==> config.mk <==
export PLATFORM = sky130hd
export DESIGN_NAME = msr_mission_status
export DESIGN_NICKNAME = d
export VERILOG_FILES = /design/src/hdl/msr_pkg.sv /design/src/hdl/msr_delay_timer.sv /design/src/hdl/msr_sample_counter.sv /design/src/hdl/msr_mission_status.sv
export SDC_FILE = /design/constraint.sdc
export NUM_CORES = 1
export LEC_CHECK = 0
export BUFFER_PORTS_ARGS = -buffer_cell sky130_fd_sc_hd__buf_4
export CORE_MARGIN = 10
export CORE_UTILIZATION = 53
export CTS_CLUSTER_DIAMETER = 120
export DETAILED_ROUTE_END_ITERATION = 8
export PLACE_DENSITY_LB_ADDON = 0.08
export SYNTH_ARGS = -nofsm -noshare
export SYNTH_HDL_FRONTEND = slang
export SYNTH_SLANG_ARGS = --single-unit
==> constraint.sdc <==
create_clock -name clk -period 4.98 [get_ports clk]
set_input_delay 0.498 -clock clk [delete_from_list [all_inputs] [get_ports clk]]
set_output_delay 0.498 -clock clk [all_outputs]
set_load 0.01 [all_outputs]
==> src/hdl/msr_pkg.sv <==
// Shared constants and types for the mission status register bank
`default_nettype none

package msr_pkg;

    // Register byte addresses
    localparam logic [15:0] ALARM_FLAGS_ADDR      = 16'h0214;
    localparam logic [15:0] MISSION_STATE_ADDR    = 16'h0215;
    localparam logic [15:0] START_DELAY_ADDR      = 16'h0216;
    localparam logic [15:0] FIRST_SAMPLE_ADDR     = 16'h0219;
    localparam logic [15:0] SAMPLE_COUNT_ADDR     = 16'h0220;

    // Field widths and byte counts
    localparam int          DELAY_WIDTH           = 24;
    localparam int          COUNT_WIDTH           = 24;
    localparam int          DELAY_BYTES           = 3;
    localparam int          COUNT_BYTES           = 3;
    localparam int          STAMP_BYTES           = 6;

    // Alarm flags register layout
    localparam int          BATTERY_RESET_BIT     = 7;
    localparam int          HIGH_TEMP_BIT         = 1;
    localparam int          LOW_TEMP_BIT          = 0;
    localparam logic [7:0]  ALARM_FIXED_ONES      = 8'h70;

    // Mission state flags register layout
    localparam int          AWAITING_ALARM_BIT    = 4;
    localparam int          MEMORY_CLEARED_BIT    = 3;
    localparam int          MISSION_ACTIVE_BIT    = 1;
    localparam logic [7:0]  STATE_FIXED_ONES      = 8'hC0;

    // Reset values
    localparam logic [23:0] DELAY_RESET           = 24'h000000;
    localparam logic [23:0] COUNT_RESET           = 24'h000000;
    localparam logic [47:0] STAMP_RESET           = 48'h000000000000;
    localparam logic        BATTERY_RESET_INIT    = 1'b1;
    localparam logic [7:0]  UNMAPPED_READ         = 8'h00;

    // Mission phases
    typedef enum logic [1:0] {
        PHASE_IDLE,
        PHASE_DELAY,
        PHASE_WAIT_ALARM,
        PHASE_LOGGING
    } msr_phase_type;

endpackage : msr_pkg

`default_nettype wire

==> src/hdl/msr_delay_timer.sv <==
// Minute countdown from mission start to sampling or alarm testing
`default_nettype none

module msr_delay_timer #(
    parameter int WIDTH = 24
) (
    // Clock and reset
    input  wire logic             clk,
    input  wire logic             reset_n,
    // Control
    input  wire logic             load,
    input  wire logic [WIDTH-1:0] loadValue,
    input  wire logic             abort,
    input  wire logic             minuteTick,
    // Status
    output logic                  expired
);

    logic [WIDTH-1:0] count_q;
    logic             running_q;
    logic             expired_q;

    always_ff @(posedge clk)
    begin
        if (!reset_n)
        begin
            count_q   <= '0;
            running_q <= 1'b0;
            expired_q <= 1'b0;
        end
        else
        begin
            expired_q <= 1'b0;
            if (abort)
            begin
                running_q <= 1'b0;
            end
            else if (load)
            begin
                count_q   <= loadValue;
                running_q <= (loadValue != '0);
                expired_q <= (loadValue == '0);
            end
            else if (running_q && minuteTick)
            begin
                count_q <= count_q - WIDTH'(1);
                if (count_q == WIDTH'(1))
                begin
                    running_q <= 1'b0;
                    expired_q <= 1'b1;
                end
            end
        end
    end

    assign expired = expired_q;

endmodule : msr_delay_timer

`default_nettype wire

==> src/hdl/msr_sample_counter.sv <==
// Unsigned wake-up counter with synchronous clear
`default_nettype none

module msr_sample_counter #(
    parameter int WIDTH = 24
) (
    // Clock and reset
    input  wire logic             clk,
    input  wire logic             reset_n,
    // Control
    input  wire logic             clear,
    input  wire logic             increment,
    // Count
    output logic [WIDTH-1:0]      count
);

    logic [WIDTH-1:0] count_q;

    always_ff @(posedge clk)
    begin
        if (!reset_n)
        begin
            count_q <= '0;
        end
        else if (clear)
        begin
            count_q <= '0;
        end
        else if (increment)
        begin
            count_q <= count_q + WIDTH'(1);
        end
    end

    assign count = count_q;

endmodule : msr_sample_counter

`default_nettype wire

==> src/hdl/msr_mission_status.sv <==
// Mission status, start delay, timestamp and sample count registers
//
// Notes on behaviour
// - Alarm flags read-only; bits 6-4 one, 3-2 zero
// - Clear memory clears all alarm flags together, except a temperature flag hit in the same cycle
// - Battery reset flag reads 1 after power-on
// - Battery alarm always on; temperature alarms need enables
// - High flag set on conversion at/above threshold
// - Low flag set on conversion at/below threshold
// - Forced conversion and triggering alarm set flags
// - State flags read-only; bits 7,6 one; 5,2,0 zero
// - Awaiting flag set on alarm-start; cleared by alarm
// - Awaiting flag survives clear memory and stop
// - Clear memory zeroes stamp, count, alarm flags; sets cleared
// - Memory-cleared flag drops when mission starts, unless clear memory comes in the same cycle
// - Mission starts only when memory was cleared
// - Mission-active flag high while mission runs
// - Delay bytes low-center-high, writable only between missions
// - Delay counts minutes to logging or alarm testing
// - Alarm-start waits full delay before testing
// - Timestamp captures time of first mission sample
// - Timestamp is BCD calendar with hour and century bits
// - Sample count read-only, low-center-high bytes
// - Sample count counts wake-ups, zeroed by clear
`default_nettype none

module msr_mission_status #(
    parameter int DELAY_WIDTH = msr_pkg::DELAY_WIDTH,
    parameter int COUNT_WIDTH = msr_pkg::COUNT_WIDTH
) (
    // Clock and reset
    input  wire logic        clk,
    input  wire logic        reset_n,
    // Register access from the memory function logic
    input  wire logic [15:0] regAddr,
    input  wire logic        regRdEn,
    input  wire logic        regWrEn,
    input  wire logic [7:0]  regWrData,
    output logic [7:0]       regRdData,
    // Command events
    input  wire logic        clearMemoryCmd,
    input  wire logic        startMissionCmd,
    input  wire logic        stopMissionCmd,
    // Mission configuration
    input  wire logic        highAlarmEnable,
    input  wire logic        lowAlarmEnable,
    input  wire logic        alarm_triggered_start,
    // Conversion results and timebase
    input  wire logic        missionConvDone,
    input  wire logic        forcedConvDone,
    input  wire logic        convHighHit,
    input  wire logic        convLowHit,
    input  wire logic        minuteTick,
    input  wire logic [47:0] calendarNow,
    // Status to the rest of the logger
    output logic             mission_active_flag,
    output logic             awaiting_alarm_flag,
    output logic             memory_cleared_flag,
    output logic             battery_reset_flag,
    output logic             high_temp_flag,
    output logic             low_temp_flag,
    output logic             alarmTesting,
    output logic             loggingActive,
    output logic             startAccepted
);

    msr_pkg::msr_phase_type phase_q;

    logic                   missionActive_q;
    logic                   awaitingAlarm_q;
    logic                   memoryCleared_q;
    logic                   batteryReset_q;
    logic                   highTemp_q;
    logic                   lowTemp_q;
    logic                   firstPending_q;
    logic                   startAccepted_q;
    logic [7:0]             regRdData_q;
    logic [DELAY_WIDTH-1:0] startDelay_q;
    logic [47:0]            firstStamp_q;

    logic                   startOk;
    logic                   stopOk;
    logic                   clearOk;
    logic                   delayExpired;
    logic                   missionConv;
    logic                   highEvent;
    logic                   lowEvent;
    logic                   alarmEvent;
    logic                   triggerAlarm;
    logic                   loggedSample;
    logic [COUNT_WIDTH-1:0] sampleCount;
    logic [7:0]             alarmByte;
    logic [7:0]             stateByte;

    // Byte index of addr within a field starting at base, or -1
    function automatic int fieldIndex(
        input logic [15:0] addr,
        input logic [15:0] base,
        input int          bytes
    );
        int diff;
        diff = int'(addr) - int'(base);
        if (diff >= 0 && diff < bytes)
        begin
            return diff;
        end
        return -1;
    endfunction : fieldIndex

    // Command qualification
    assign startOk = startMissionCmd && memoryCleared_q
                     && !missionActive_q;
    assign stopOk  = stopMissionCmd && missionActive_q;
    // Clearing is refused while a mission runs
    assign clearOk = clearMemoryCmd && !missionActive_q;

    // Alarm events gated by their enables
    assign missionConv = missionConvDone
                         && (phase_q == msr_pkg::PHASE_WAIT_ALARM
                             || phase_q == msr_pkg::PHASE_LOGGING);
    assign highEvent   = (missionConv || forcedConvDone)
                         && convHighHit && highAlarmEnable;
    assign lowEvent    = (missionConv || forcedConvDone)
                         && convLowHit && lowAlarmEnable;
    assign alarmEvent  = highEvent || lowEvent;

    // Alarm that opens logging in alarm-start mode
    assign triggerAlarm = missionConv && alarmEvent
                          && phase_q == msr_pkg::PHASE_WAIT_ALARM;
    assign loggedSample = (missionConv
                           && phase_q == msr_pkg::PHASE_LOGGING)
                          || triggerAlarm;

    msr_delay_timer #(
        .WIDTH      (DELAY_WIDTH)
    ) u_delay_timer (
        .clk        (clk),
        .reset_n    (reset_n),
        .load       (startOk),
        .loadValue  (startDelay_q),
        .abort      (stopOk),
        .minuteTick (minuteTick),
        .expired    (delayExpired)
    );

    // Trigger sample is not counted as a wake-up
    msr_sample_counter #(
        .WIDTH      (COUNT_WIDTH)
    ) u_sample_counter (
        .clk        (clk),
        .reset_n    (reset_n),
        .clear      (clearOk),
        .increment  (missionConv
                     && phase_q == msr_pkg::PHASE_LOGGING),
        .count      (sampleCount)
    );

    // Mission phase sequencing
    always_ff @(posedge clk)
    begin
        if (!reset_n)
        begin
            phase_q <= msr_pkg::PHASE_IDLE;
        end
        else if (stopOk)
        begin
            phase_q <= msr_pkg::PHASE_IDLE;
        end
        else
        begin
            unique case (phase_q)
                msr_pkg::PHASE_IDLE:
                begin
                    if (startOk)
                    begin
                        phase_q <= msr_pkg::PHASE_DELAY;
                    end
                end
                msr_pkg::PHASE_DELAY:
                begin
                    if (delayExpired)
                    begin
                        phase_q <= alarm_triggered_start
                                   ? msr_pkg::PHASE_WAIT_ALARM
                                   : msr_pkg::PHASE_LOGGING;
                    end
                end
                msr_pkg::PHASE_WAIT_ALARM:
                begin
                    if (triggerAlarm)
                    begin
                        phase_q <= msr_pkg::PHASE_LOGGING;
                    end
                end
                msr_pkg::PHASE_LOGGING:
                begin
                    phase_q <= msr_pkg::PHASE_LOGGING;
                end
            endcase
        end
    end

    // Mission active flag
    always_ff @(posedge clk)
    begin
        if (!reset_n)
        begin
            missionActive_q <= 1'b0;
        end
        else if (startOk)
        begin
            missionActive_q <= 1'b1;
        end
        else if (stopOk)
        begin
            missionActive_q <= 1'b0;
        end
    end

    // Awaiting alarm flag; set wins over clear, clear memory ignored
    always_ff @(posedge clk)
    begin
        if (!reset_n)
        begin
            awaitingAlarm_q <= 1'b0;
        end
        else if (startOk && alarm_triggered_start)
        begin
            awaitingAlarm_q <= 1'b1;
        end
        else if (alarmEvent)
        begin
            awaitingAlarm_q <= 1'b0;
        end
    end

    // Memory cleared flag
    always_ff @(posedge clk)
    begin
        if (!reset_n)
        begin
            memoryCleared_q <= 1'b0;
        end
        else if (clearOk)
        begin
            memoryCleared_q <= 1'b1;
        end
        else if (startOk)
        begin
            memoryCleared_q <= 1'b0;
        end
    end

    // Battery reset flag, set by the power-on reset itself
    always_ff @(posedge clk)
    begin
        if (!reset_n)
        begin
            batteryReset_q <= msr_pkg::BATTERY_RESET_INIT;
        end
        else if (clearOk)
        begin
            batteryReset_q <= 1'b0;
        end
    end

    // Temperature flags are sticky; a hit beats a clear
    always_ff @(posedge clk)
    begin
        if (!reset_n)
        begin
            highTemp_q <= 1'b0;
            lowTemp_q  <= 1'b0;
        end
        else
        begin
            if (highEvent)
            begin
                highTemp_q <= 1'b1;
            end
            else if (clearOk)
            begin
                highTemp_q <= 1'b0;
            end
            if (lowEvent)
            begin
                lowTemp_q <= 1'b1;
            end
            else if (clearOk)
            begin
                lowTemp_q <= 1'b0;
            end
        end
    end

    // Timestamp of the first logged sample
    always_ff @(posedge clk)
    begin
        if (!reset_n)
        begin
            firstStamp_q   <= msr_pkg::STAMP_RESET;
            firstPending_q <= 1'b0;
        end
        else if (clearOk)
        begin
            firstStamp_q   <= msr_pkg::STAMP_RESET;
            firstPending_q <= startOk;
        end
        else if (startOk)
        begin
            firstPending_q <= 1'b1;
        end
        else if (firstPending_q && loggedSample)
        begin
            firstStamp_q   <= calendarNow;
            firstPending_q <= 1'b0;
        end
    end

    // Start delay bytes, write-protected during a mission
    always_ff @(posedge clk)
    begin
        int idx;
        idx = fieldIndex(regAddr, msr_pkg::START_DELAY_ADDR,
                         msr_pkg::DELAY_BYTES);
        if (!reset_n)
        begin
            startDelay_q <= msr_pkg::DELAY_RESET;
        end
        else if (regWrEn && !missionActive_q && idx >= 0)
        begin
            startDelay_q[8*idx +: 8] <= regWrData;
        end
    end

    // Fixed bits of the two flag registers
    always_comb
    begin
        alarmByte = msr_pkg::ALARM_FIXED_ONES;
        alarmByte[msr_pkg::BATTERY_RESET_BIT] = batteryReset_q;
        alarmByte[msr_pkg::HIGH_TEMP_BIT]     = highTemp_q;
        alarmByte[msr_pkg::LOW_TEMP_BIT]      = lowTemp_q;
        stateByte = msr_pkg::STATE_FIXED_ONES;
        stateByte[msr_pkg::AWAITING_ALARM_BIT] = awaitingAlarm_q;
        stateByte[msr_pkg::MEMORY_CLEARED_BIT] = memoryCleared_q;
        stateByte[msr_pkg::MISSION_ACTIVE_BIT] = missionActive_q;
    end

    // Registered read data; unmapped bytes read zero
    always_ff @(posedge clk)
    begin
        int dIdx;
        int sIdx;
        int cIdx;
        dIdx = fieldIndex(regAddr, msr_pkg::START_DELAY_ADDR,
                          msr_pkg::DELAY_BYTES);
        sIdx = fieldIndex(regAddr, msr_pkg::FIRST_SAMPLE_ADDR,
                          msr_pkg::STAMP_BYTES);
        cIdx = fieldIndex(regAddr, msr_pkg::SAMPLE_COUNT_ADDR,
                          msr_pkg::COUNT_BYTES);
        if (!reset_n)
        begin
            regRdData_q <= msr_pkg::UNMAPPED_READ;
        end
        else if (regRdEn)
        begin
            if (regAddr == msr_pkg::ALARM_FLAGS_ADDR)
            begin
                regRdData_q <= alarmByte;
            end
            else if (regAddr == msr_pkg::MISSION_STATE_ADDR)
            begin
                regRdData_q <= stateByte;
            end
            else if (dIdx >= 0)
            begin
                regRdData_q <= startDelay_q[8*dIdx +: 8];
            end
            else if (sIdx >= 0)
            begin
                regRdData_q <= firstStamp_q[8*sIdx +: 8];
            end
            else if (cIdx >= 0)
            begin
                regRdData_q <= sampleCount[8*cIdx +: 8];
            end
            else
            begin
                regRdData_q <= msr_pkg::UNMAPPED_READ;
            end
        end
    end

    // One-cycle acknowledgement of an accepted start
    always_ff @(posedge clk)
    begin
        if (!reset_n)
        begin
            startAccepted_q <= 1'b0;
        end
        else
        begin
            startAccepted_q <= startOk;
        end
    end

    // Phase-derived status outputs, registered
    logic alarmTesting_q;
    logic loggingActive_q;

    always_ff @(posedge clk)
    begin
        if (!reset_n)
        begin
            alarmTesting_q  <= 1'b0;
            loggingActive_q <= 1'b0;
        end
        else
        begin
            alarmTesting_q  <= (phase_q == msr_pkg::PHASE_WAIT_ALARM);
            loggingActive_q <= (phase_q == msr_pkg::PHASE_LOGGING);
        end
    end

    assign regRdData           = regRdData_q;
    assign mission_active_flag = missionActive_q;
    assign awaiting_alarm_flag = awaitingAlarm_q;
    assign memory_cleared_flag = memoryCleared_q;
    assign battery_reset_flag  = batteryReset_q;
    assign high_temp_flag      = highTemp_q;
    assign low_temp_flag       = lowTemp_q;
    assign alarmTesting        = alarmTesting_q;
    assign loggingActive       = loggingActive_q;
    assign startAccepted       = startAccepted_q;

endmodule : msr_mission_status

`default_nettype wire

**Yosys cells after proc, flatten, opt, wreduce, memory -nomap -nowiden**

Cells that the tools add are included.

- Memory bits (read-only): 0
- Flip-flop bits (word level): 142
- Bits in latches: 0
- Output and inout bits: 17
- Bits in writable memories: 0
- Logic and storage cells: 132
- Memories: 0
- Input bits: 87

- Divide/modulo/power cells: 0
- Reductions and logical operators: 42
- Multiplexer cells: 40
- Shift operators: 5
- $add $sub $neg: 6
- Multipliers: 0
- Eq/ne operators: 9
- Bitwise operators: 3
- Order comparisons: 9

Operators with widths:

| kind | number |
|---|---|
| $mux 32 | 6 |
| $ge 32x1->1 const B | 3 |
| $shiftx 24x32->8 | 2 |
| $ge 17x1->1 const B | 3 |
| $sub 16x10->17 const B | 3 |
| $mux 24 | 2 |
| $shiftx 48x32->8 | 1 |
| $mux 8 | 5 |
| $lt 17x3->1 const B | 2 |
| $neg 32->33 | 1 |
| $shift 8x33->24 const A | 1 |
| $shiftx 8x33->24 | 1 |
| $eq 16x10->1 const B | 2 |
| $add 24x1->24 const B | 1 |
| $bwmux 24 | 1 |
| $eq 24x1->1 const B | 1 |
| $logic_not 24->1 | 1 |
| $reduce_bool 24->1 | 1 |
| $sub 24x1->24 const B | 1 |
| $mux 1 | 22 |
| $logic_and 1x1->1 | 20 |
| $lt 17x4->1 const B | 1 |
| $reduce_bool 2->1 | 7 |
| $pmux 2 s4 | 1 |
| 13 further kinds | 25 |

**Depth between registers and ports, before layout**

Gate-level depths: netlist of the first run.

- Depth after elaboration: 14
- Depth in mapped cells: 21
- Gate-level depth less buffers: 17

**By module**

A second synthesis of the first run with hierarchy kept.

- Cells, all modules: 1,053
- Area, all modules: 8,177.8 µm²

By module, submodules not included:

| module | area an instance (µm²) | cells each | seq. area each (µm²) | instances |
|---|---|---|---|---|
| msr_mission_status | 5,285.1 | 687 | 1,841.8 | 1 |
| msr_delay_timer | 1,791.7 | 244 | 520.5 | 1 |
| msr_sample_counter | 1,101.1 | 122 | 480.5 | 1 |

**Worst setup path before layout of the first run**

OpenSTA, ideal clock, no wires.

- Path type: input to register
- From: input port regAddr[0]
- To: register regRdData_q[5], in the netlist regRdData[5]
- Setup time: 0.117 ns
- Slack: 0.279 ns
- Required time: 4.863 ns
- Path buffers: 4
- Stages on the path: 21
- Arrival: 4.583 ns
- Cells stage by stage: clkbuf_1 -> buf_1 -> buf_1 -> inv_1 -> ha_1 -> nand2b_1 -> and3_1 -> o21ai_0 -> xor2_1 -> o22ai_1 -> nand3_1 -> nor4_1 -> ha_1 -> nand2_1 -> clkbuf_1 -> mux2i_1 -> o32a_1 -> o22ai_1 -> a21oi_1 -> o21ai_0 -> a32o_1

- Longest elaborated chain between the ends: 11
- Elaborated cells on any way between the ends: 34
- Classes of those cells: add/sub: 3; order compare: 9; eq/ne: 2; shift: 3; mux: 14; reduce/logical: 3

RTL lines:

| what | RTL line | RTL |
|---|---|---|
| start: declaration | msr_mission_status.sv:35 | `input wire logic [15:0] regAddr,` |
| $sub 16x10->17 | msr_mission_status.sv:102 | `diff = int'(addr) - int'(base);` |
| $ge 17x1->1 / $lt 17x3->1 (equally long branches) | msr_mission_status.sv:103 | `if (diff >= 0 && diff < bytes)` |
| $logic_and 1x1->1 | msr_mission_status.sv:103 |  |
| $mux 32 / $mux 1 (equally long branches) | msr_mission_status.sv:103 |  |
| $mux 32 | msr_mission_status.sv:107 | `return -1;` |
| $ge 32x1->1 / $shiftx 24x32->8 (equally long branches) | msr_mission_status.sv:383, msr_mission_status.sv:385 |  |
| $mux 8 | msr_mission_status.sv:383 | `else if (cIdx >= 0)` |
| $mux 8 | msr_mission_status.sv:379 | `else if (sIdx >= 0)` |
| $mux 8 | msr_mission_status.sv:375 | `else if (dIdx >= 0)` |
| $mux 8 | msr_mission_status.sv:371 | `else if (regAddr == msr_pkg::MISSION_STATE_ADDR)` |
| $mux 8 * | msr_mission_status.sv:367 | `if (regAddr == msr_pkg::ALARM_FLAGS_ADDR)` |
| end signal: assignment | msr_mission_status.sv:369 | `regRdData_q <= alarmByte;` |
| end signal: assignment | msr_mission_status.sv:373 | `regRdData_q <= stateByte;` |
| end signal: assignment | msr_mission_status.sv:377 | `regRdData_q <= startDelay_q[8*dIdx +: 8];` |
| end: declaration | msr_mission_status.sv:77 | `logic [7:0] regRdData_q;` |

Mark *: on every way between the ends. The rest lies on a longest branch, timed or not.
A chain may end at the register's enable or synchronous reset.

**Worst setup path after layout of the first run**

- From: input port regAddr[1]
- To: register startDelay_q[2]

- Longest elaborated chain between the ends: 8
- Elaborated cells on any way between the ends: 13
- Classes of those cells: add/sub: 2; order compare: 3; shift: 2; mux: 4; reduce/logical: 2

RTL lines:

| what | RTL line | RTL |
|---|---|---|
| $sub 16x10->17 * | msr_mission_status.sv:102 |  |
| $ge 17x1->1 / $lt 17x3->1 (equally long branches) | msr_mission_status.sv:103 |  |
| $logic_and 1x1->1 | msr_mission_status.sv:103 |  |
| $mux 32 / $mux 1 (equally long branches) | msr_mission_status.sv:103 |  |
| $mux 32 * | msr_mission_status.sv:107 |  |
| $neg 32->33 | msr_mission_status.sv:332 | `startDelay_q[8*idx +: 8] <= regWrData;` |
| $shiftx 8x33->24 / $shift 8x33->24 (equally long branches) | msr_mission_status.sv:332 |  |
| $bwmux 24 | msr_mission_status.sv:332 |  |
| end signal: assignment | msr_mission_status.sv:328 | `startDelay_q <= msr_pkg::DELAY_RESET;` |
| end signal: indexed assignment | msr_mission_status.sv:332 |  |
| end: declaration | msr_mission_status.sv:78 | `logic [DELAY_WIDTH-1:0] startDelay_q;` |

Marked as above.

==> summary.txt, run 1 <==
Setup path
  • Crit-path leading delay family: simple AND/OR/NAND/NOR gates
  • Slowest CP cell: or4b_2
  • CP max FO: 16
  • CP arrival: 4.28 ns
  • Critical Path Start: regAddr[1]
  • Worst Path Buf+Inv: 2
  • Setup crit start kind: input pin
  • Max stage delay on crit path: 0.68 ns
  • Worst path cell trace: buf_4 > ha_1 > o21ai_1 > nand2_1 > o32ai_1 > buf_4 > nand4b_1 > nor2_1 > ha_1 > nand2_1 > or4b_2 > nor4_4 > mux2i_1 > nor2_1
  • Crit Path Category: in -> reg
  • WP data required: 5.26 ns
  • Reg2reg start: mission_active_flag
  • Register-to-Register Setup Slack: 2.06 ns
  • Setup crit end kind: register

Power
  • P_sw: 673 uW
  • Flop pwr share: 41.4%
  • P_leak: 0.00338 uW
  • Power Density: 308 nW/um^2
  • Worst vdd ir: 0.304 mV
  • Internal cell power: 2160 uW
  • Clock power frac: 49.2%
  • Combinational share of power: 9.3%
  • Overall Power: 2830 uW
  • Switching Fraction: 23.8%

Route
  • TritonRoute pass-1 iters: 7
  • Initial DRC count: 521
  • Post-route ant nets: 0
  • Vias per cell: about 5.8
  • WL/cell: 18.7 um
  • Via Count: 7052
  • Final WL: between 20000 and 25000 um
  • Residual DRC: 0

CTS
  • CTS tree: done
  • Clock Latency Late Sink: 0.42 ns
  • Longest Clk Path Bufs: 2
  • CTS Sinks: 142
  • Count of cells resized by post-cts repair: 0
  • Num CTS Buffers: 17
  • Hold-fix buffers, CTS: 0
  • Clock slew at reported path FFs: 0.06 ns
  • # H-tree levels: 4
  • Clock root cell: clkbuf_16
  • # Post-CTS Setup Buffers: 0

Global route
  • Vias in the first global route: slightly below 7k
  • First-pass GRT wire length: roughly 36000 um
  • Initial antenna violation count: 0
  • GRT overflow: 0
  • GRT Total Usage: between 20% and 30%
  • Largest net degree at the start of global routing: 72

Placement
  • IO buf count: 103
  • GP Congestion: 0.953
  • DP HPWL: roughly 17000 um

Synth
  • #FFs+latches synth: 142
  • Ys async rst share: 0%
  • Sequential element share of the synthesized area: 36.9%
  • EDFF count, synth: 0
  • Syn Nets: 1039
  • Synth Flop Type: dfxtp_1
  • Mapped Area: 7700 um^2
  • Synth warn: 0
  • Share of the synthesized area in the top cell type: 36.9%
  • Top cells by area, synth: dfxtp_1 37%, nand2_1 7.7%, mux2i_1 6.4%
  • Yosys cell types: 85
  • Cell taking the most area after synthesis: dfxtp_1
  • Average size of a mapped cell: 8.20 um^2
  • Post-synthesis cell count: 939

Timing
  • Final-report max-slew violation count: 0
  • Final worst path period share: 80.3%
  • Final hold vios: 0
  • Post-Route Setup TNS: 0 ns
  • RSZ-0062 raised after global routing: no
  • Clock skew: approximately 0.0072 ns
  • Min Tclk post-route: 4.00 ns
  • Tightest Pin Transition: 1.04 ns
  • Final setup violation count: 0
  • Max Freq: 250 MHz
  • Slew HR: about 30%

Job
  • Max-cap violations: 0

Worst hold path
  • Min-delay src: calendarNow[43]
  • HP Class: in -> reg

Layout
  • Final core occ: roughly 64%
  • Footprint of the multi-input gates: 4580 um^2
  • Layout cells sized above 1: 17.1%
  • Sequential Area: between 2000 and 3000 um^2
  • Fillers: 1303
  • ANT cells: 0
  • NumNets Final: 1112
  • Area growth from synthesis to layout: 19.4%

Die
  • Die H: 141 um
  • Rows: 44
  • Total core area: roughly 14000 um^2
  • Die area: 19800 um^2
  • Die X: around 140 um
  • Starting density of the core: 53.6%
  • Num ports: 104

Status
  • Status: completed
-- final cells by class --
cell class,count,area share [%]
clock inverter,13,2.31
timing repair buffer,113,9.22
tap,184,2.50
sequential,142,30.9
clock buffer,19,4.71
multi-input combinational,723,49.7
inverter,15,0.612
-- layer usage --
| layer | wire (um) | track usage (%) |
|---|---|---|
| met4 | 507 | 8.26 |
| met2 | 10700 | 36.2 |
| met3 | 1300 | 5.31 |
| met1 | 10100 | 27.9 |
| met5 | 0 | 0 |
-- cell usage in the layout (no fill, tap or decap), types with 5 or more instances in the layout --
cell type	count
nand2_1	158
dfxtp_1	142
buf_4	113
nor2_1	110
a21oi_1	92
mux2i_1	49
xor2_1	28
a211oi_1	22
xnor2_1	22
o21ai_0	17
clkbuf_16	17
and3_1	16
nand3_1	15
inv_1	14
nor3_1	14
ha_1	13
nor4_1	12
nand4_1	9
and2_1	8
a31oi_1	8
and4_1	8
o22ai_1	7
a221oi_1	6
mux4_2	6
or3_1	5
nand3b_1	5
bufinv_16	5
-- path summary, 6_finish.rpt --
path / cells after the start / end
worst max-delay path: 14 / startDelay_q[2]
worst min-delay path: 3 / firstStamp_q[43]
worst max register to register: 4 / firstStamp_q[40]
worst min register to register: 2 / firstStamp_q[14]
-- tightest hold or removal path: stages --
cell and delay, ns:
buf_4 0.11, nand2_1 0.04, a21oi_1 0.05
-- flip-flops by register name (all words and copies together) (netlist names) --
register and cells:
startAccepted 1, u_delay_timer.running_q 1, phase_q 2, high_temp_flag 1
startDelay_q 24, awaiting_alarm_flag 1, mission_active_flag 1, u_delay_timer.count_q 24
u_sample_counter.count 24, memory_cleared_flag 1, battery_reset_flag 1, firstPending_q 1
u_delay_timer.expired 1, alarmTesting 1, low_temp_flag 1, firstStamp_q 48
loggingActive 1, regRdData 8
-- synthesized netlist by cell type (all sizes together) (5+ instances only) --
cell	instances
nand2	159
clkbuf	48
a21oi	92
buf	11
dfxtp	142
or3	5
and3	16
a211oi	22
mux4	6
nor3	16
nor4	16
inv	15
and4	8
nor2	110
xnor2	22
o2111ai	5
mux2i	50
ha	13
a221oi	6
nand4	10
and2	8
xor2	28
nand3	16
nand3b	5
a31oi	9
o22ai	7
o21ai	22
-- kinds of logic (layout without fill, tap and decap cells) --
logic type	after synthesis	in the layout	share of synthesized area [%]
compound gates	205	205	17.9
xor+xnor	50	50	5.68
fa+ha+maj	14	14	2.26
buf+inv	74	160	3.80
flops	142	142	36.9
mux	58	58	8.59
simple gates	396	396	24.8
-- power groups by stage --
stage / combinational, uW / sequential [uW] / clock (uW)
final: 265 / 1170 / 1390
after global routing: 289 / 1170 / 1460
after detailed placement: 261 / 1200 / 0
after CTS: 263 / 1170 / 1410
after global placement: 260 / 1200 / 0
after floorplan: 152 / 1190 / 0
-- through the flow --
| stage | hold WS, ns | std cells | setup slack (ns) | instance area, um^2 |
|---|---|---|---|---|
| after floorplan | 0.432 | 939 | 0.279 | 7700 |
| after global routing | 0.315 | 1209 | 0.637 | 9200 |
| final | 0.319 | 1209 | 0.983 | 9200 |
| after CTS | 0.315 | 1209 | 1.01 | 9200 |
| after global placement | 0.443 | 1177 | 0.620 | 8550 |
| after detailed placement | 0.447 | 1177 | 0.617 | 8550 |
Note: power is estimated with default switching activity, not from simulation.
==> run 2, diff against run 1 <==
==> constraint.sdc (replaced) <==
create_clock -name clk -period 3.31 [get_ports clk]
set_input_delay 0.331 -clock clk [delete_from_list [all_inputs] [get_ports clk]]
set_output_delay 0.331 -clock clk [all_outputs]
set_load 0.01 [all_outputs]
==> summary.txt, run 2 (synthesized netlist as in run 1, its figures left out) <==
Power
  • Power Density: 411 nW/um^2
  • P_sw: 1020 uW
  • Overall Power: 4030 uW
  • Worst vdd ir: 0.356 mV
  • Flop pwr share: between 40% and 50%
  • Switching Fraction: 25.4%
  • P_leak: 0.00372 uW
  • Internal cell power: 3010 uW
  • Combinational share of power: 11.6%
  • Clock power frac: between 40 and 50%

Timing
  • Tightest Pin Transition: 0.733 ns
  • Clock skew: 0.0111 ns
  • Slew HR: 50.7%
  • Final worst path period share: 94.3%
  • Final setup violation count: 0
  • Min Tclk post-route: between 3 and 4 ns
  • Final-report max-slew violation count: 0
  • RSZ-0062 raised after global routing: no
  • Final hold vios: 0
  • Max Freq: about 320 MHz
  • Post-Route Setup TNS: 0 ns

Die
  • Total core area: 14400 um^2
  • Die H: 141 um
  • Rows: 44
  • Num ports: between 100 and 150
  • Starting density of the core: 53.6%
  • Die X: 141 um
  • Die area: approximately 20000 um^2

Layout
  • Final core occ: 68.2%
  • NumNets Final: 1183
  • Largest Register: firstStamp_q
  • Area growth from synthesis to layout: 27.2%
  • Commonest non-fill, non-tap cell in the layout: buf_4
  • ANT cells: 0
  • Commonest cells after routing, fill and taps aside: 182 x buf_4, 156 x nand2_1, 142 x dfxtp_1
  • Layout cells sized above 1: 24.4%
  • Max reg flops: 48
  • Design Area, Final: between 9000 and 10000 um^2

Global route
  • Vias in the first global route: 7034
  • GRT overflow: 0
  • Largest net degree at the start of global routing: 50
  • GRT Total Usage: 22.3%
  • Initial antenna violation count: 0
  • First-pass GRT wire length: 36400 um

Route
  • Vias per cell: just under 6
  • Final WL: 22500 um
  • Post-route ant nets: 0
  • WL/cell: 17.6 um
  • TritonRoute pass-1 iters: 5
  • Initial DRC count: 603
  • Residual DRC: 0
  • Via Count: 7368

Setup path
  • CP arrival: 3.49 ns
  • WP data required: between 3 and 4 ns
  • CP max FO: 8
  • Setup crit start kind: input pin
  • Setup crit end kind: register
  • Crit Path Category: in -> reg

Placement
  • Post-DP Area: 9210 um^2
  • DP HPWL: 17000 um
  • IO buf count: 103
  • GP Congestion: 0.955

CTS
  • CTS tree: done
  • Hold-fix buffers, CTS: 0
  • Clock root cell: clkbuf_16
  • # H-tree levels: 4
  • Num CTS Buffers: 17
  • Clock Latency Late Sink: roughly 0.43 ns
  • # Post-CTS Setup Buffers: 0
  • Clock slew at reported path FFs: 0.06 ns
  • Count of cells resized by post-cts repair: 0
  • Longest Clk Path Bufs: 2
  • CTS Sinks: approximately 140

Job
  • Max-cap violations: 0

Worst hold path
  • HP Class: in -> reg

Status
  • Status: completed
==> run 2: cell count changes in the layout (fill, tap and decap cells not counted), sizes merged <==
cell | previous run | this run
buf | 113 | 184
bufinv | 5 | 1
clkbuf | 19 | 18
clkinv | 7 | 6
clkinvlp | 0 | 4
inv | 16 | 17
==> run 2: stage by stage <==
step                      hold slack [ns]  worst slack, ns  std cells
final                               0.153            0.188       1279
after global routing                0.149           0.0152       1279
after detailed placement            0.447           -0.252       1248
after CTS                           0.141            0.176       1279
after floorplan                     0.432           -0.201        939
after global placement              0.440           -0.257       1248
==> run 2: path summary, 6_finish.rpt <==
kind                             from                   endpoint  slack, ns  depth (start not counted)
max                        regAddr[6]               regRdData[5]       0.19                         16
min                   calendarNow[36]           firstStamp_q[36]       0.15                          3
max reg2reg  u_delay_timer.count_q[2]  u_delay_timer.count_q[22]       0.76                          7
min reg2reg          firstStamp_q[44]           firstStamp_q[44]       0.45                          2
==> run 2: final cells by class <==
type / count / area (um^2)
multi-input combinational: 723 / 4700
clock inverter: 13 / 118
tap: 184 / 230
timing repair buffer: 184 / 1410
fill: 1235 / 4570
clock buffer: 18 / 439
inverter: 15 / 63.8
sequential: 142 / 2840
==> run 2: power by group through the flow <==
stage / Combinational (uW) / Clock, uW / Sequential [uW]
3_5_place_dp: 459 / 0 / 1800
6_report: 468 / 1800 / 1760
3_3_place_gp: 458 / 0 / 1800
2_1_floorplan: 253 / 0 / 1800
5_1_grt: 509 / 1890 / 1770
4_1_cts: 461 / 1820 / 1760
==> run 2: critical path, stage by stage <==
cell and delay, ns:
buf_4 0.14, or4_1 0.60, o21ai_2 0.18, xor2_1 0.08, o22ai_1 0.16, nand3_1 0.10, nor4_2 0.27, ha_2 0.31
buf_4 0.19, and3_1 0.18, a221oi_2 0.04, o32a_1 0.34, o22ai_1 0.19, a21oi_1 0.06, o21ai_0 0.17, a32o_1 0.14
==> run 2: routing by layer <==
layer	up-vias	wire (um)	GRT usage [%]
met4	0	451	6.90
met5	-	0	0
met1	3491	10100	28.6
li1	3639	-	-
met3	35	1100	4.77
met2	203	10900	36.7
==> run 3, diff against run 2 <==
--- a/config.mk
+++ b/config.mk
@@ -6,11 +6,13 @@
 export NUM_CORES = 1
 export LEC_CHECK = 0
 export BUFFER_PORTS_ARGS = -buffer_cell sky130_fd_sc_hd__buf_4
+export CAP_MARGIN = 40
 export CORE_MARGIN = 10
 export CORE_UTILIZATION = 53
 export CTS_CLUSTER_DIAMETER = 120
 export DETAILED_ROUTE_END_ITERATION = 8
 export PLACE_DENSITY_LB_ADDON = 0.08
+export SETUP_SLACK_MARGIN = 0.2
 export SYNTH_ARGS = -nofsm -noshare
 export SYNTH_HDL_FRONTEND = slang
 export SYNTH_SLANG_ARGS = --single-unit
==> summary.txt, run 3 (synthesized netlist as in run 1, its figures left out) <==
Layout
  • Largest Register: firstStamp_q
  • Area growth from synthesis to layout: 31.4%
  • Commonest cells after routing, fill and taps aside: 180 x buf_4, 155 x nand2_1, 142 x dfxtp_1
  • Commonest non-fill, non-tap cell in the layout: buf_4
  • Max reg flops: 48
  • NumNets Final: 1188
  • Layout cells sized above 1: 27.1%
  • Fillers: 1190
  • ANT cells: 0

Route
  • Via Count: approximately 7.4k
  • Vias per cell: 5.76
  • Final WL: 23300 um
  • WL/cell: 18.1 um
  • Residual DRC: 0
  • Post-route ant nets: 0
  • Initial DRC count: between 600 and 700
  • TritonRoute pass-1 iters: 5

Global route
  • Initial antenna violation count: 0
  • First-pass GRT wire length: 37100 um
  • Vias in the first global route: 7085
  • GRT overflow: 0
  • GRT Total Usage: between 20% and 30%
  • Largest net degree at the start of global routing: 50

CTS
  • Clock slew at reported path FFs: ~0.070 ns
  • # H-tree levels: 4
  • Clock Latency Late Sink: 0.43 ns
  • Clock root cell: clkbuf_16
  • Longest Clk Path Bufs: 2
  • CTS tree: done
  • CTS Sinks: ~140
  • Num CTS Buffers: 17

Status
  • Status: completed

Timing
  • Final hold vios: 0
  • Final WS setup: 0.282 ns
  • Post-Route Setup TNS: 0 ns
  • Max Freq: 330 MHz
  • Clock skew: between 0.01 and 0.015 ns
  • Tightest Pin Transition: 0.746 ns
  • Slew HR: about half
  • Final setup violation count: 0
  • Final worst path period share: roughly 91%
  • RSZ-0062 raised after global routing: yes
  • Min Tclk post-route: between 3 and 4 ns
  • Final-report max-slew violation count: 0

Placement
  • DP HPWL: 16900 um
  • IO buf count: 103
  • Place WS: -0.263 ns
  • GP Congestion: 0.926

Setup path
  • Setup crit end kind: register
  • CP arrival: between 3 and 4 ns
  • Worst reg-to-reg path cell count: 7
  • WP data required: around 3.6 ns
  • Slowest CP cell: or4_4
  • CP max FO: 6
  • Setup crit start kind: input pin
  • Worst path cell trace: buf_6 > or4_4 > o21ai_4 > xor2_1 > o22ai_1 > nand3_1 > nor4_4 > ha_4 > nand2_8 > buf_12 > mux2i_1 > o32a_1 > o22ai_2 > a21oi_2 > o21ai_1 > a32o_2
  • Max stage delay on crit path: between 0.5 and 0.6 ns
  • Register-to-Register Setup Slack: between 0.7 and 0.8 ns
  • Crit Path Category: in -> reg

Die
  • Rows: 44
  • Total core area: 14400 um^2
  • Starting density of the core: 53.6%
  • Die area: 19800 um^2
  • Die H: 141 um
  • Num ports: approximately 100
  • Die X: 141 um

Power
  • P_leak: 0.00381 uW
  • Power Density: 415 nW/um^2
  • Worst vdd ir: about 0.35 mV

Worst hold path
  • Hold Path Depth: 3
  • HP Class: in -> reg

Job
  • Max-cap violations: 0
run 3: cell types whose count changed in the layout (fill, tap and decap cells not counted), sizes merged:
cell and delta:
inv +6, clkinvlp -1, buf +3, bufinv +1, nand2 +1, clkinv -4
run 3: cell type report:
cell class              instances  area, um^2  share of cell area [%]
clock buffers                  17         425                    4.20
clock inverters                15         175                    1.73
inverters                      15        66.3                   0.655
multi-input cells             724        4880                    48.3
flip-flops and latches        142        2840                    28.1
well taps                     184         230                    2.27
repair buffers                188        1500                    14.8
run 3: stage by stage:
stage | power, uW | hold WS [ns] | utilization, % | std cells | area (um^2)
after global placement | 2260 | 0.440 | 64.3 | 1246 | 9240
after global routing | 4330 | 0.141 | 70.5 | 1285 | 10100
after CTS | 4200 | 0.134 | 68.7 | 1278 | 9870
after detailed placement | 2260 | 0.443 | 64.3 | 1246 | 9240
after floorplan | 2050 | 0.432 | - | 939 | 7940
final | 4200 | 0.138 | 70.5 | 1285 | 10100
run 3: per-layer routing:
layer  part of all wire [%]  vias up  global-route usage (%)
met2                     49      206                    37.9
met1                     44     3514                    28.9
li1                       -     3643                       -
met3                    5.4       35                    4.94
met5                      0        -                       0
met4                    1.7        0                    6.47
run 3: final timing paths:
| check | start | to |
|---|---|---|
| setup / recovery | regAddr[5] | regRdData[5] |
| hold / removal | calendarNow[30] | firstStamp_q[30] |
| setup reg to reg | u_delay_timer.count_q[2] | u_delay_timer.count_q[22] |
| hold reg to reg | firstStamp_q[40] | firstStamp_q[40] |
run 3: report_power, final:
group          switching (uW)  total, uW  internal [uW]
Combinational             257        482            225
Clock                     817       1950           1130
Sequential               30.1       1770           1740
run 3: repair_timing:
action,in CTS,in global routing
endpoints found under the setup margin,2,31
hold buffers,0,0
gates cloned,0,2
buffers inserted,0,5
pin swaps,1,20
resized for setup,4,39
run 3: critical path: cells and delay by family:
kind	cells	cell delay, ns
buffers and inverters	2	0.27
XOR/XNOR	1	0.08
multiplexers	1	0.14
AO/OA/AOI/OAI	7	1.07
AND/OR/NAND/NOR	4	1.14
adder cells (fa/ha/maj)	1	0.29
